`src/pkg/rcout_pkg.sv`:
```
// shared constants, types and helpers for the reference clock output block
package rcout_pkg;

  // ****************************************
  // register map (byte offsets on the bus)
  // ****************************************
  localparam int ADDR_W = 4;
  localparam logic [ADDR_W-1:0] OFS_CONTROL = 4'h0;
  localparam logic [ADDR_W-1:0] OFS_SOURCE = 4'h4;
  localparam logic [ADDR_W-1:0] OFS_STATUS = 4'h8;

  // ****************************************
  // field positions and reset values
  // ****************************************
  localparam int CTL_ENABLE_BIT = 7;
  localparam int CTL_DUTY_LSB = 3;
  localparam int CTL_DIV_LSB = 0;
  localparam int SRC_SEL_LSB = 0;
  localparam logic [1:0] DUTY_RESET = 2'h2;
  localparam logic [2:0] DIV_RESET = 3'h0;
  localparam logic [3:0] SRC_RESET = 4'h0;

  // ****************************************
  // source codes
  // ****************************************
  localparam int NUM_SOURCES = 11;
  localparam logic [3:0] SRC_LAST_VALID = 4'ha;

  // ****************************************
  // types
  // ****************************************
  typedef struct packed {
    logic enable;
    logic [1:0] duty;
    logic [2:0] div;
  } rcout_ctrl_t;

  typedef enum logic [1:0] {
    ST_IDLE,
    ST_ARM,
    ST_RUN
  } rcout_state_t;

  // period of the divided clock counted in source half-periods
  function automatic logic [8:0] rcout_period_halves(input logic [2:0] div);
    rcout_period_halves = 9'h002 << div;
  endfunction

  // high time in source half-periods: duty quarters of the period
  function automatic logic [8:0] rcout_high_halves(input logic [2:0] div,
                                                   input logic [1:0] duty);
    logic [8:0] quarter;
    quarter = rcout_period_halves(div) >> 2;
    rcout_high_halves = 9'({7'h00, duty} * quarter);
  endfunction

endpackage

```
`src/rcout_src_sel.sv`:
```
// base clock selection and sampled edge detection
module rcout_src_sel #(
  parameter int NUM_SRC = rcout_pkg::NUM_SOURCES
) (
  input wire logic ref_clk,
  input wire logic srst,
  input wire logic ce,
  input wire logic [NUM_SRC-1:0] src_levels,
  input wire logic [3:0] sel,
  output logic level,
  output logic rise,
  output logic fall
);

  logic picked;
  logic next_level;
  logic next_rise;
  logic next_fall;

  // ****************************************
  // selection
  // ****************************************
  always_comb begin
    // reserved codes select a quiet low level, so no clock ever arrives
    if (sel <= rcout_pkg::SRC_LAST_VALID) begin
      picked = src_levels[sel];
    end else begin
      picked = 1'b0;
    end
    next_level = picked;
    next_rise = picked & ~level;
    next_fall = ~picked & level;
  end

  always_ff @(posedge ref_clk) begin
    if (srst) begin
      level <= 1'b0;
      rise <= 1'b0;
      fall <= 1'b0;
    end else if (ce) begin
      level <= next_level;
      rise <= next_rise;
      fall <= next_fall;
    end
  end

endmodule

```
`src/rcout_phase_cnt.sv`:
```
// phase counter of the divided clock, counted in source half-periods
module rcout_phase_cnt #(
  parameter int CNT_W = 8
) (
  input wire logic ref_clk,
  input wire logic srst,
  input wire logic ce,
  input wire logic clear,
  input wire logic advance,
  input wire logic [CNT_W:0] period,
  output logic [CNT_W-1:0] count
);

  logic [CNT_W-1:0] next_count;
  logic [CNT_W:0] bumped;

  always_comb begin
    bumped = {1'b0, count} + {{CNT_W{1'b0}}, 1'b1};
    next_count = count;
    if (clear) begin
      next_count = '0;
    end else if (advance) begin
      if (bumped >= period) begin
        next_count = '0;
      end else begin
        next_count = bumped[CNT_W-1:0];
      end
    end
  end

  always_ff @(posedge ref_clk) begin
    if (srst) begin
      count <= '0;
    end else if (ce) begin
      count <= next_count;
    end
  end

endmodule

```
`src/rcout_top.sv`:
```
// reference clock output generator with its avalon-mm register slave
//
// Summary of operation
// - the generated clock is driven on the reference clock output pin while enabled.
// - setting the enable starts the output cleanly on a source rising edge, never a runt.
// - clearing the enable stops the output at once, mid-period if need be.
// - divider and duty may change while enabled at the risk of glitches; software should not.
// - the divider field divides the base clock by two to the power of its value, 1 to 128.
// - the duty field gives 75, 50, 25 or 0 percent high time for codes 11, 10, 01, 00.
// - duty applies only when dividing by two or more; undivided the source passes as is.
// - the upper duty bit resets to one so that the default duty is 50 percent.
// - the output holds its level while the device sleeps, unless the enable is cleared, which still drives it low at once.
// - the four-bit source field picks one of eleven base clocks, codes 0000 to 1010.
// - source codes 1011 to 1111 are reserved and select no clock.
// - control holds enable at bit 7, duty at 4..3, divider at 2..0; bits 6..5 read zero.
module rcout_top #(
  parameter int NUM_SRC = rcout_pkg::NUM_SOURCES,
  parameter int CNT_W = 8
) (
  input wire logic ref_clk,
  input wire logic srst,
  input wire logic ce,
  input wire logic sleep,
  input wire logic [NUM_SRC-1:0] src_levels,
  input wire logic [rcout_pkg::ADDR_W-1:0] avs_address,
  input wire logic avs_read,
  input wire logic avs_write,
  input wire logic [31:0] avs_writedata,
  input wire logic [3:0] avs_byteenable,
  output logic [31:0] avs_readdata,
  output logic avs_waitrequest,
  output logic ref_clock_out_pin
);

  // ****************************************
  // declarations
  // ****************************************
  rcout_pkg::rcout_ctrl_t ctrl;
  rcout_pkg::rcout_ctrl_t next_ctrl;
  logic [3:0] ref_source_select;
  logic [3:0] next_ref_source_select;
  logic [31:0] next_avs_readdata;
  logic next_avs_waitrequest;

  rcout_pkg::rcout_state_t state;
  rcout_pkg::rcout_state_t next_state;
  logic next_ref_clock_out_pin;

  logic src_level;
  logic src_rise;
  logic src_fall;
  logic cnt_clear;
  logic cnt_advance;
  logic [CNT_W-1:0] phase;
  logic [CNT_W:0] period;
  logic [CNT_W:0] high_time;
  logic [CNT_W:0] phase_next;
  logic access;
  logic [7:0] ctl_byte;
  logic [7:0] src_byte;
  logic [7:0] status_byte;

  // ****************************************
  // register slave
  // ****************************************
  // every access is answered one edge after it is seen: waitrequest idles
  // high and drops for exactly one cycle, which keeps the slave trivial and
  // the read data straight from a flip-flop
  assign access = (avs_read | avs_write) & avs_waitrequest;

  always_comb begin
    // unimplemented control bits are packed as zero
    ctl_byte = 8'h00;
    ctl_byte[rcout_pkg::CTL_ENABLE_BIT] = ctrl.enable;
    ctl_byte[rcout_pkg::CTL_DUTY_LSB +: 2] = ctrl.duty;
    ctl_byte[rcout_pkg::CTL_DIV_LSB +: 3] = ctrl.div;
    src_byte = 8'h00;
    src_byte[rcout_pkg::SRC_SEL_LSB +: 4] = ref_source_select;
    status_byte = {5'h00, ref_clock_out_pin, state == rcout_pkg::ST_RUN,
                   state == rcout_pkg::ST_ARM};
  end

  always_comb begin
    next_ctrl = ctrl;
    next_ref_source_select = ref_source_select;
    next_avs_readdata = avs_readdata;
    next_avs_waitrequest = 1'b1;
    if (access) begin
      next_avs_waitrequest = 1'b0;
      next_avs_readdata = 32'h0000_0000;
      if (avs_read) begin
        case (avs_address[rcout_pkg::ADDR_W-1:2])
          rcout_pkg::OFS_CONTROL[rcout_pkg::ADDR_W-1:2]: begin
            next_avs_readdata = {24'h00_0000, ctl_byte};
          end
          rcout_pkg::OFS_SOURCE[rcout_pkg::ADDR_W-1:2]: begin
            next_avs_readdata = {24'h00_0000, src_byte};
          end
          rcout_pkg::OFS_STATUS[rcout_pkg::ADDR_W-1:2]: begin
            next_avs_readdata = {24'h00_0000, status_byte};
          end
          default: begin
            next_avs_readdata = 32'h0000_0000;
          end
        endcase
      end else if (avs_byteenable[0]) begin
        case (avs_address[rcout_pkg::ADDR_W-1:2])
          rcout_pkg::OFS_CONTROL[rcout_pkg::ADDR_W-1:2]: begin
            // bits 6..5 are simply not stored
            next_ctrl.enable = avs_writedata[rcout_pkg::CTL_ENABLE_BIT];
            // accepted even while running; glitches are the user's choice
            next_ctrl.duty = avs_writedata[rcout_pkg::CTL_DUTY_LSB +: 2];
            next_ctrl.div = avs_writedata[rcout_pkg::CTL_DIV_LSB +: 3];
          end
          rcout_pkg::OFS_SOURCE[rcout_pkg::ADDR_W-1:2]: begin
            // reserved codes are stored but select no clock
            next_ref_source_select = avs_writedata[rcout_pkg::SRC_SEL_LSB +: 4];
          end
          default: begin
            next_ctrl = ctrl;
          end
        endcase
      end
    end
  end

  always_ff @(posedge ref_clk) begin
    if (srst) begin
      ctrl.enable <= 1'b0;
      ctrl.duty <= rcout_pkg::DUTY_RESET;
      ctrl.div <= rcout_pkg::DIV_RESET;
      ref_source_select <= rcout_pkg::SRC_RESET;
      avs_readdata <= 32'h0000_0000;
      avs_waitrequest <= 1'b1;
    end else if (ce) begin
      ctrl <= next_ctrl;
      ref_source_select <= next_ref_source_select;
      avs_readdata <= next_avs_readdata;
      avs_waitrequest <= next_avs_waitrequest;
    end
  end

  // ****************************************
  // base clock selection
  // ****************************************
  // sources arrive as levels sampled on ref_clk, so a source faster than
  // half of ref_clk cannot be reproduced; edges are found by comparison
  rcout_src_sel #(
    .NUM_SRC(NUM_SRC)
  ) i_rcout_src_sel (
    .ref_clk(ref_clk),
    .srst(srst),
    .ce(ce),
    .src_levels(src_levels),
    .sel(ref_source_select),
    .level(src_level),
    .rise(src_rise),
    .fall(src_fall)
  );

  // ****************************************
  // divider and duty shaping
  // ****************************************
  // the phase counter steps on both source edges, so one divided period is
  // 2 * 2^div half-periods and a quarter is a whole number of steps from
  // divide-by-two upward
  always_comb begin
    period = rcout_pkg::rcout_period_halves(ctrl.div);
    high_time = rcout_pkg::rcout_high_halves(ctrl.div, ctrl.duty);
  end

  rcout_phase_cnt #(
    .CNT_W(CNT_W)
  ) i_rcout_phase_cnt (
    .ref_clk(ref_clk),
    .srst(srst),
    .ce(ce),
    .clear(cnt_clear),
    .advance(cnt_advance),
    .period(period),
    .count(phase)
  );

  // ****************************************
  // start, stop and sleep sequencing
  // ****************************************
  always_comb begin
    next_state = state;
    next_ref_clock_out_pin = ref_clock_out_pin;
    cnt_clear = 1'b0;
    cnt_advance = 1'b0;
    phase_next = {1'b0, phase} + {{CNT_W{1'b0}}, 1'b1};
    if (phase_next >= period) begin
      phase_next = '0;
    end
    if (!ctrl.enable) begin
      // stop at once, low level, fresh period next time
      next_state = rcout_pkg::ST_IDLE;
      next_ref_clock_out_pin = 1'b0;
      cnt_clear = 1'b1;
    end else if (sleep) begin
      // generator frozen: output keeps whatever level it has
      next_state = state;
      next_ref_clock_out_pin = ref_clock_out_pin;
    end else begin
      case (state)
        rcout_pkg::ST_IDLE: begin
          // output stays low until a source rising edge is seen
          next_state = rcout_pkg::ST_ARM;
          next_ref_clock_out_pin = 1'b0;
          cnt_clear = 1'b1;
        end
        rcout_pkg::ST_ARM: begin
          cnt_clear = 1'b1;
          if (src_rise) begin
            // first period begins on a real source edge: no runt pulse
            next_state = rcout_pkg::ST_RUN;
            if (ctrl.div == 3'h0) begin
              next_ref_clock_out_pin = src_level;
            end else begin
              next_ref_clock_out_pin = high_time != '0;
            end
          end
        end
        rcout_pkg::ST_RUN: begin
          if (ctrl.div == 3'h0) begin
            // undivided: the source waveform itself, duty ignored
            cnt_clear = 1'b1;
            next_ref_clock_out_pin = src_level;
          end else if (src_rise | src_fall) begin
            cnt_advance = 1'b1;
            // high for the first duty quarters of every period
            next_ref_clock_out_pin = phase_next < high_time;
          end
        end
        default: begin
          next_state = rcout_pkg::ST_IDLE;
          next_ref_clock_out_pin = 1'b0;
          cnt_clear = 1'b1;
        end
      endcase
    end
  end

  always_ff @(posedge ref_clk) begin
    if (srst) begin
      state <= rcout_pkg::ST_IDLE;
      ref_clock_out_pin <= 1'b0;
    end else if (ce) begin
      state <= next_state;
      ref_clock_out_pin <= next_ref_clock_out_pin;
    end
  end

endmodule

```
`config.mk`:
```
export PLATFORM = sky130hd
export DESIGN_NAME = rcout_top
export DESIGN_NICKNAME = d
export VERILOG_FILES = /design/src/pkg/rcout_pkg.sv /design/src/rcout_src_sel.sv /design/src/rcout_phase_cnt.sv /design/src/rcout_top.sv
export SDC_FILE = /design/constraint.sdc
export NUM_CORES = 1
export LEC_CHECK = 0
export BUFFER_PORTS_ARGS = -buffer_cell sky130_fd_sc_hd__buf_2
export CAP_MARGIN = 20
export CORE_MARGIN = 4
export CORE_UTILIZATION = 45
export CTS_CLUSTER_DIAMETER = 60
export DETAILED_ROUTE_END_ITERATION = 10
export PLACE_DENSITY = 0.73
export SETUP_SLACK_MARGIN = 0.3
export SYNTH_ARGS = -nofsm -noshare
export SYNTH_HDL_FRONTEND = slang
export SYNTH_HIERARCHICAL = 1
export SYNTH_SLANG_ARGS = --single-unit
```
`constraint.sdc`:
```
create_clock -name ref_clk -period 4.56 [get_ports ref_clk]
set_input_delay 0.228 -clock ref_clk [delete_from_list [all_inputs] [get_ports ref_clk]]
set_output_delay 0.228 -clock ref_clk [all_outputs]
set_load 0.02 [all_outputs]
```
Yosys cells after proc, flatten, opt, wreduce, memory -nomap -nowiden
Cells that the tools add are included.
- eq/ne operators: 8
- $lt $le $gt $ge: 4
- bitwise logic cells: 8
- $mul: 1
- mux-type cells: 30
- add/subtract/negate cells: 1
- reductions and logical operators: 11
- shift-type cells: 1
- operator list (kind ; number):
    $mux W8 ; 4
    $pmux W8 S3 ; 1
    $mux W1 ; 18
    $reduce_and A5 Y1 ; 2
    $add A8 B1 Y9 const B ; 1
    $ge A9 B9 Y1 ; 1
    $lt A9 B9 Y1 ; 1
    $mul A2 B7 Y9 ; 1
    $mux W9 ; 1
    $reduce_bool A9 Y1 ; 1
    $shl A2 B3 Y9 const A ; 1
    $reduce_and A4 Y1 ; 2
    $mux W2 ; 3
    $pmux W2 S3 ; 1
    $lt A4 B5 Y1 const B ; 1
    $bmux W1 S4 ; 1
    $eq A2 B1 Y1 const B ; 2
    $eq A2 B2 Y1 const B ; 2
    $le A4 B4 Y1 const B ; 1
    $logic_not A2 Y1 ; 2
    $ne A2 B2 Y1 const B ; 2
    $ne A4 B2 Y1 const B ; 1
    $reduce_and A2 Y1 ; 2
    $and A1 B1 Y1 ; 3
    other kinds (6) ; 9
- register bits: 57

Depth between registers and ports, before layout
- depth after elaboration: 9
- mapped depth: 17

Modules after synthesis
Netlist, hierarchy kept.
- by module, submodules not included (module ; cells an instance ; sequential area each (um^2) ; instances ; area each (um^2)):
    rcout_top ; 284 ; 400.4 ; 1 ; 2237.1
    rcout_phase_cnt ; 79 ; 160.2 ; 1 ; 651.9
    rcout_src_sel ; 29 ; 60.1 ; 1 ; 259.0

Worst setup path after synthesis
No wires, ideal clock.
- path type: flip-flop to flip-flop
- from: reg i_rcout_phase_cnt.count[0]
- to: reg ref_clock_out_pin
- period minus slack after synthesis: 3.322 ns
- slack: 1.238 ns
- library setup time: 0.058 ns
- path buffers: 0
- required time: 4.502 ns
- arrival time: 3.264 ns
- cell stages (with the launch flop): 16
- cell sequence: dfxtp_1 -> ha_1 -> nand3_1 -> nor2_1 -> and3_1 -> ha_1 -> nand2_1 -> o41ai_4 -> and2b_2 -> ha_1 -> nand4_1 -> nor2_1 -> a211oi_1 -> nand2_1 -> o311ai_1 -> o21a_1
- cells in the longest elaborated chain, start to end: 9
- RTL lines (element ; RTL line ; RTL):
    start: declaration ; rcout_phase_cnt.sv:11 ; output logic [CNT_W-1:0] count
    start signal: assignment ; rcout_phase_cnt.sv:35 ; count <= next_count;
    $add A8 B1 Y9 * ; rcout_top.sv:192 ; phase_next = {1'b0, phase} + {{CNT_W{1'b0}}, 1'b1};
    $ge A9 B9 Y1 ; rcout_top.sv:193 ; if (phase_next >= period) begin
    $mux W9 * ; rcout_top.sv:193 ;
    $lt A9 B9 Y1 * ; rcout_top.sv:233 ; next_ref_clock_out_pin = phase_next < high_time;
    $mux W1 * ; rcout_top.sv:230 ; end else if (src_rise | src_fall) begin
    $mux W1 * ; rcout_top.sv:226 ; if (ctrl.div == 3'h0) begin
    $pmux W1 S2 * ; rcout_top.sv:206 ; case (state)
    $mux W1 * ; rcout_top.sv:201 ; end else if (sleep) begin
    $mux W1 * ; rcout_top.sv:196 ; if (!ctrl.enable) begin
    end signal: assignment ; rcout_top.sv:251 ; ref_clock_out_pin <= next_ref_clock_out_pin;
    end: declaration ; rcout_top.sv:32 ; output logic ref_clock_out_pin
Every way passes the cells marked *; elsewhere a longest branch is shown, timed or not. The select of a mux whose other input is x is not followed.
A chain may end at the register's enable or synchronous reset.

Worst setup path in the final report
Same ends and word-level chain as after synthesis.

==> impl_metrics.tcl <==
set metrics [dict create \
    outcome "finished, final reports clean" \
    min_to "ctl_byte[7]$_SDFFE_PP0P_" \
    end_kind "flop" \
    antenna_found_initial 0 \
    post_cts_resize_count 0 \
    powerDensity_nw_per_um2 196.1 \
    drive_gt1_share_pct 14.49 \
    dr.pass1.iters 4 \
    yosysWarnings 6 \
    post-route-drc-count 0 \
    fin_nets 515 \
    nFillCells 664 \
    h-tree-depth 2 \
    area_delta_synth_final_pct 7.989 \
    cts-root-buf "clkbuf_8" \
    start_kind "flop" \
    fmax_mhz 266.2 \
    num_antenna_cells 0 \
    synth_cells 392 \
    critical_path_class "reg2reg" \
    synthArstFlopShare_pct 0 \
    hpwl_mm 5.341 \
    rr_endpoint "ref_clock_out_pin$_SDFFE_PP0P_" \
    grt_pass1_vias 2532 \
    hp-class "in2reg" \
    maxCapViolCount 0 \
    synth.area.top_cells "dfxtp_1 (20%), ha_1 (15%), buf_4 (6.2%), mux2i_1 (5.4%), nor2_1 (5.1%)" \
    syn_area_um2 3148 \
    grt_pass1_wl_mm 11.29 \
    yosysTopAreaCellShare_pct 19.71 \
    ios 91 \
    p_leak_nw 1.583 \
    worst_pin_slew_ps 638.4 \
    placed_cells 509 \
    synth_top_area_cell "dfxtp_1" \
    final_util_pct 50.04 \
    gp_congestion 0.8955 \
    core_um2 6794 \
    yosysMostFrequentCell "nor2_1" \
    cp.required_ps 4790 \
    clkTransAtPathRegs_ps 70 \
    synth_area_per_cell_um2 8.031 \
    ant_nets 0 \
    worst_clock_skew_ps 6.662 \
    setup_viol_count_final 0 \
    num_rows 30 \
    ys_ff_latch 31 \
    cp.arrival_ps 3980 \
    ys_top_cells_by_count "nor2_1 (43), ha_1 (37), dfxtp_1 (31)" \
    worstHoldStart "avs_writedata[7]" \
    clockBufferDepth 2 \
    via_count 2712 \
    rr_worst_depth 15 \
    yosysSeqAreaShare_pct 19.71 \
    rsz0062_at_grt "false" \
    initial_core_util_pct 46.34 \
    multiInputGateArea_um2 2263 \
    grt_usage_pct 16.15 \
    finalMaxSlewViolations 0 \
    slew_headroom_pct 57.16 \
    synth_edf_count 0 \
    fin_tns_setup_ps 0 \
    holdBufCountCts 0 \
    regArea_um2 620.6 \
    vias_per_cell 5.246 \
    reg2reg_slack_ps 800 \
    min_period_over_period_pct 82.38 \
    clock_latency_ps 280 \
    rr_startpoint "i_rcout_phase_cnt/count[0]$_SDFFE_PP0P_" \
    ir_drop_v 0.0001450 \
    post_synth_num_cell_types 64 \
    grt_start_max_net_pins 32 \
    wire_per_inst_um 12.83 \
    whs_ps 198.7 \
    hold_path_depth 3 \
    drtIter0Drc 209 \
    finalWirelength_mm 6.634 \
    cts_sinks 31 \
    die_x_um 91.64 \
    cts_tree "done" \
    min_period_ps 3757 \
    power_mw 0.6666 \
    overflow 0 \
    port_buffers 33 \
    postCtsSetupRepairBufs 0 \
    cts_buffers 5 \
    final_cells 517 \
    worstPathMaxFanout 9 \
    die_y_um 91.64 \
    die-area_um2 8398 \
    synthFlopType "dfxtp_1" \
    final_hold_viol_count 0 \
]
-- worst max-delay path by stage --
stage,startpoint,to,slack [ps],cells past startpoint
2_1_floorplan,i_rcout_phase_cnt/count[0]$_SDFFE_PP0P_,ref_clock_out_pin$_SDFFE_PP0P_,1240,15
3_3_place_gp,i_rcout_phase_cnt/count[0]$_SDFFE_PP0P_,ref_clock_out_pin$_SDFFE_PP0P_,880,15
3_5_place_dp,i_rcout_phase_cnt/count[0]$_SDFFE_PP0P_,ref_clock_out_pin$_SDFFE_PP0P_,800,15
4_1_cts,i_rcout_phase_cnt/count[0]$_SDFFE_PP0P_,ref_clock_out_pin$_SDFFE_PP0P_,780,15
5_1_grt,i_rcout_phase_cnt/count[0]$_SDFFE_PP0P_,ref_clock_out_pin$_SDFFE_PP0P_,460,15
6_report,i_rcout_phase_cnt/count[0]$_SDFFE_PP0P_,ref_clock_out_pin$_SDFFE_PP0P_,800,15
-- kinds of logic after synthesis --
kind of cell	count (synthesis)	synth area share, %
buffers and inverters	64	11.49
muxes	18	6.121
other	1	0.1191
DFF	31	19.71
and+or+nand+nor	154	26.75
adders and majority gates	38	15.34
AOI/OAI and AO/OA	72	16.57
xor gates and xnor gates	14	3.895
-- flip-flops by register name, indices dropped and copies added (netlist names) --
name,cells
i_rcout_src_sel/fall,1
avs_readdata,6
ref_source_select,4
i_rcout_phase_cnt/count,8
i_rcout_src_sel/level,1
avs_waitrequest,1
ref_clock_out_pin,1
i_rcout_src_sel/rise,1
ctl_byte,6
state,2
-- critical path: stages (launching register included) --
cell      delay (ps)
dfxtp_1          560
ha_1             250
nand3_1          120
nor2_1           190
and3_1           200
ha_1             150
nand2_1          110
o41ai_4          560
and2b_2          280
ha_1             300
nand4_1          160
nor2_1            70
a211oi_1         230
nand2_1           90
o311ai_1         280
o21a_1           160
-- through the flow --
stage / instance area (um2) / worst slack (ps)
final: 3400 / 803.4
after CTS: 3400 / 782.3
after detailed placement: 3267 / 802.5
after floorplan: 3246 / 1238
after global routing: 3400 / 456.7
after global placement: 3267 / 878.5
-- cell usage in the layout (no fill, tap or decap), types with 3 or more instances in the layout --
cell type | synthesis | layout
a211oi_1 | 4 | 4
a21o_1 | 4 | 4
a21oi_1 | 17 | 17
a22oi_1 | 11 | 11
and2_1 | 10 | 10
and2b_2 | 7 | 7
and3_1 | 10 | 10
buf_2 | 5 | 33
clkbuf_8 | 1 | 5
conb_1 | 1 | 27
dfxtp_1 | 31 | 31
ha_1 | 37 | 37
inv_1 | 25 | 25
mux2i_1 | 17 | 17
nand2_1 | 28 | 28
nand2b_1 | 5 | 5
nand3_1 | 11 | 11
nand3b_1 | 5 | 5
nand4_1 | 5 | 5
nor2_1 | 43 | 43
nor2b_1 | 6 | 6
nor3_1 | 5 | 5
o21a_1 | 3 | 3
o21ai_0 | 11 | 11
o21ai_1 | 3 | 3
xnor2_1 | 8 | 8
xor2_1 | 6 | 6
-- metal layers --
| metal | share of wire (%) | global-route usage, % | wire length (um) | vias up |
|---|---|---|---|---|
| met5 | 0 | 0 | 0 | - |
| met4 | 1.2 | 5.402 | 78 | 0 |
| met3 | 5.2 | 1.887 | 342 | 6 |
| met2 | 49 | 27.94 | 3253 | 77 |
| met1 | 45 | 20.72 | 2960 | 1243 |
| li1 | - | - | - | 1386 |
-- power breakdown --
part,internal [mW],switching (mW)
Sequential,0.274,0.00487
Clock,0.218,0.100
Combinational,0.0215,0.0477
-- cell type report --
type,instances,area share (%)
Clock inverter,2,1.767
Clock buffer,6,2.135
Sequential cell,31,18.26
Multi-Input combinational cell,323,66.58
Timing Repair Buffer,33,4.858
Tap cell,96,3.533
Inverter,26,2.871
(Power assumes the default switching activity.)
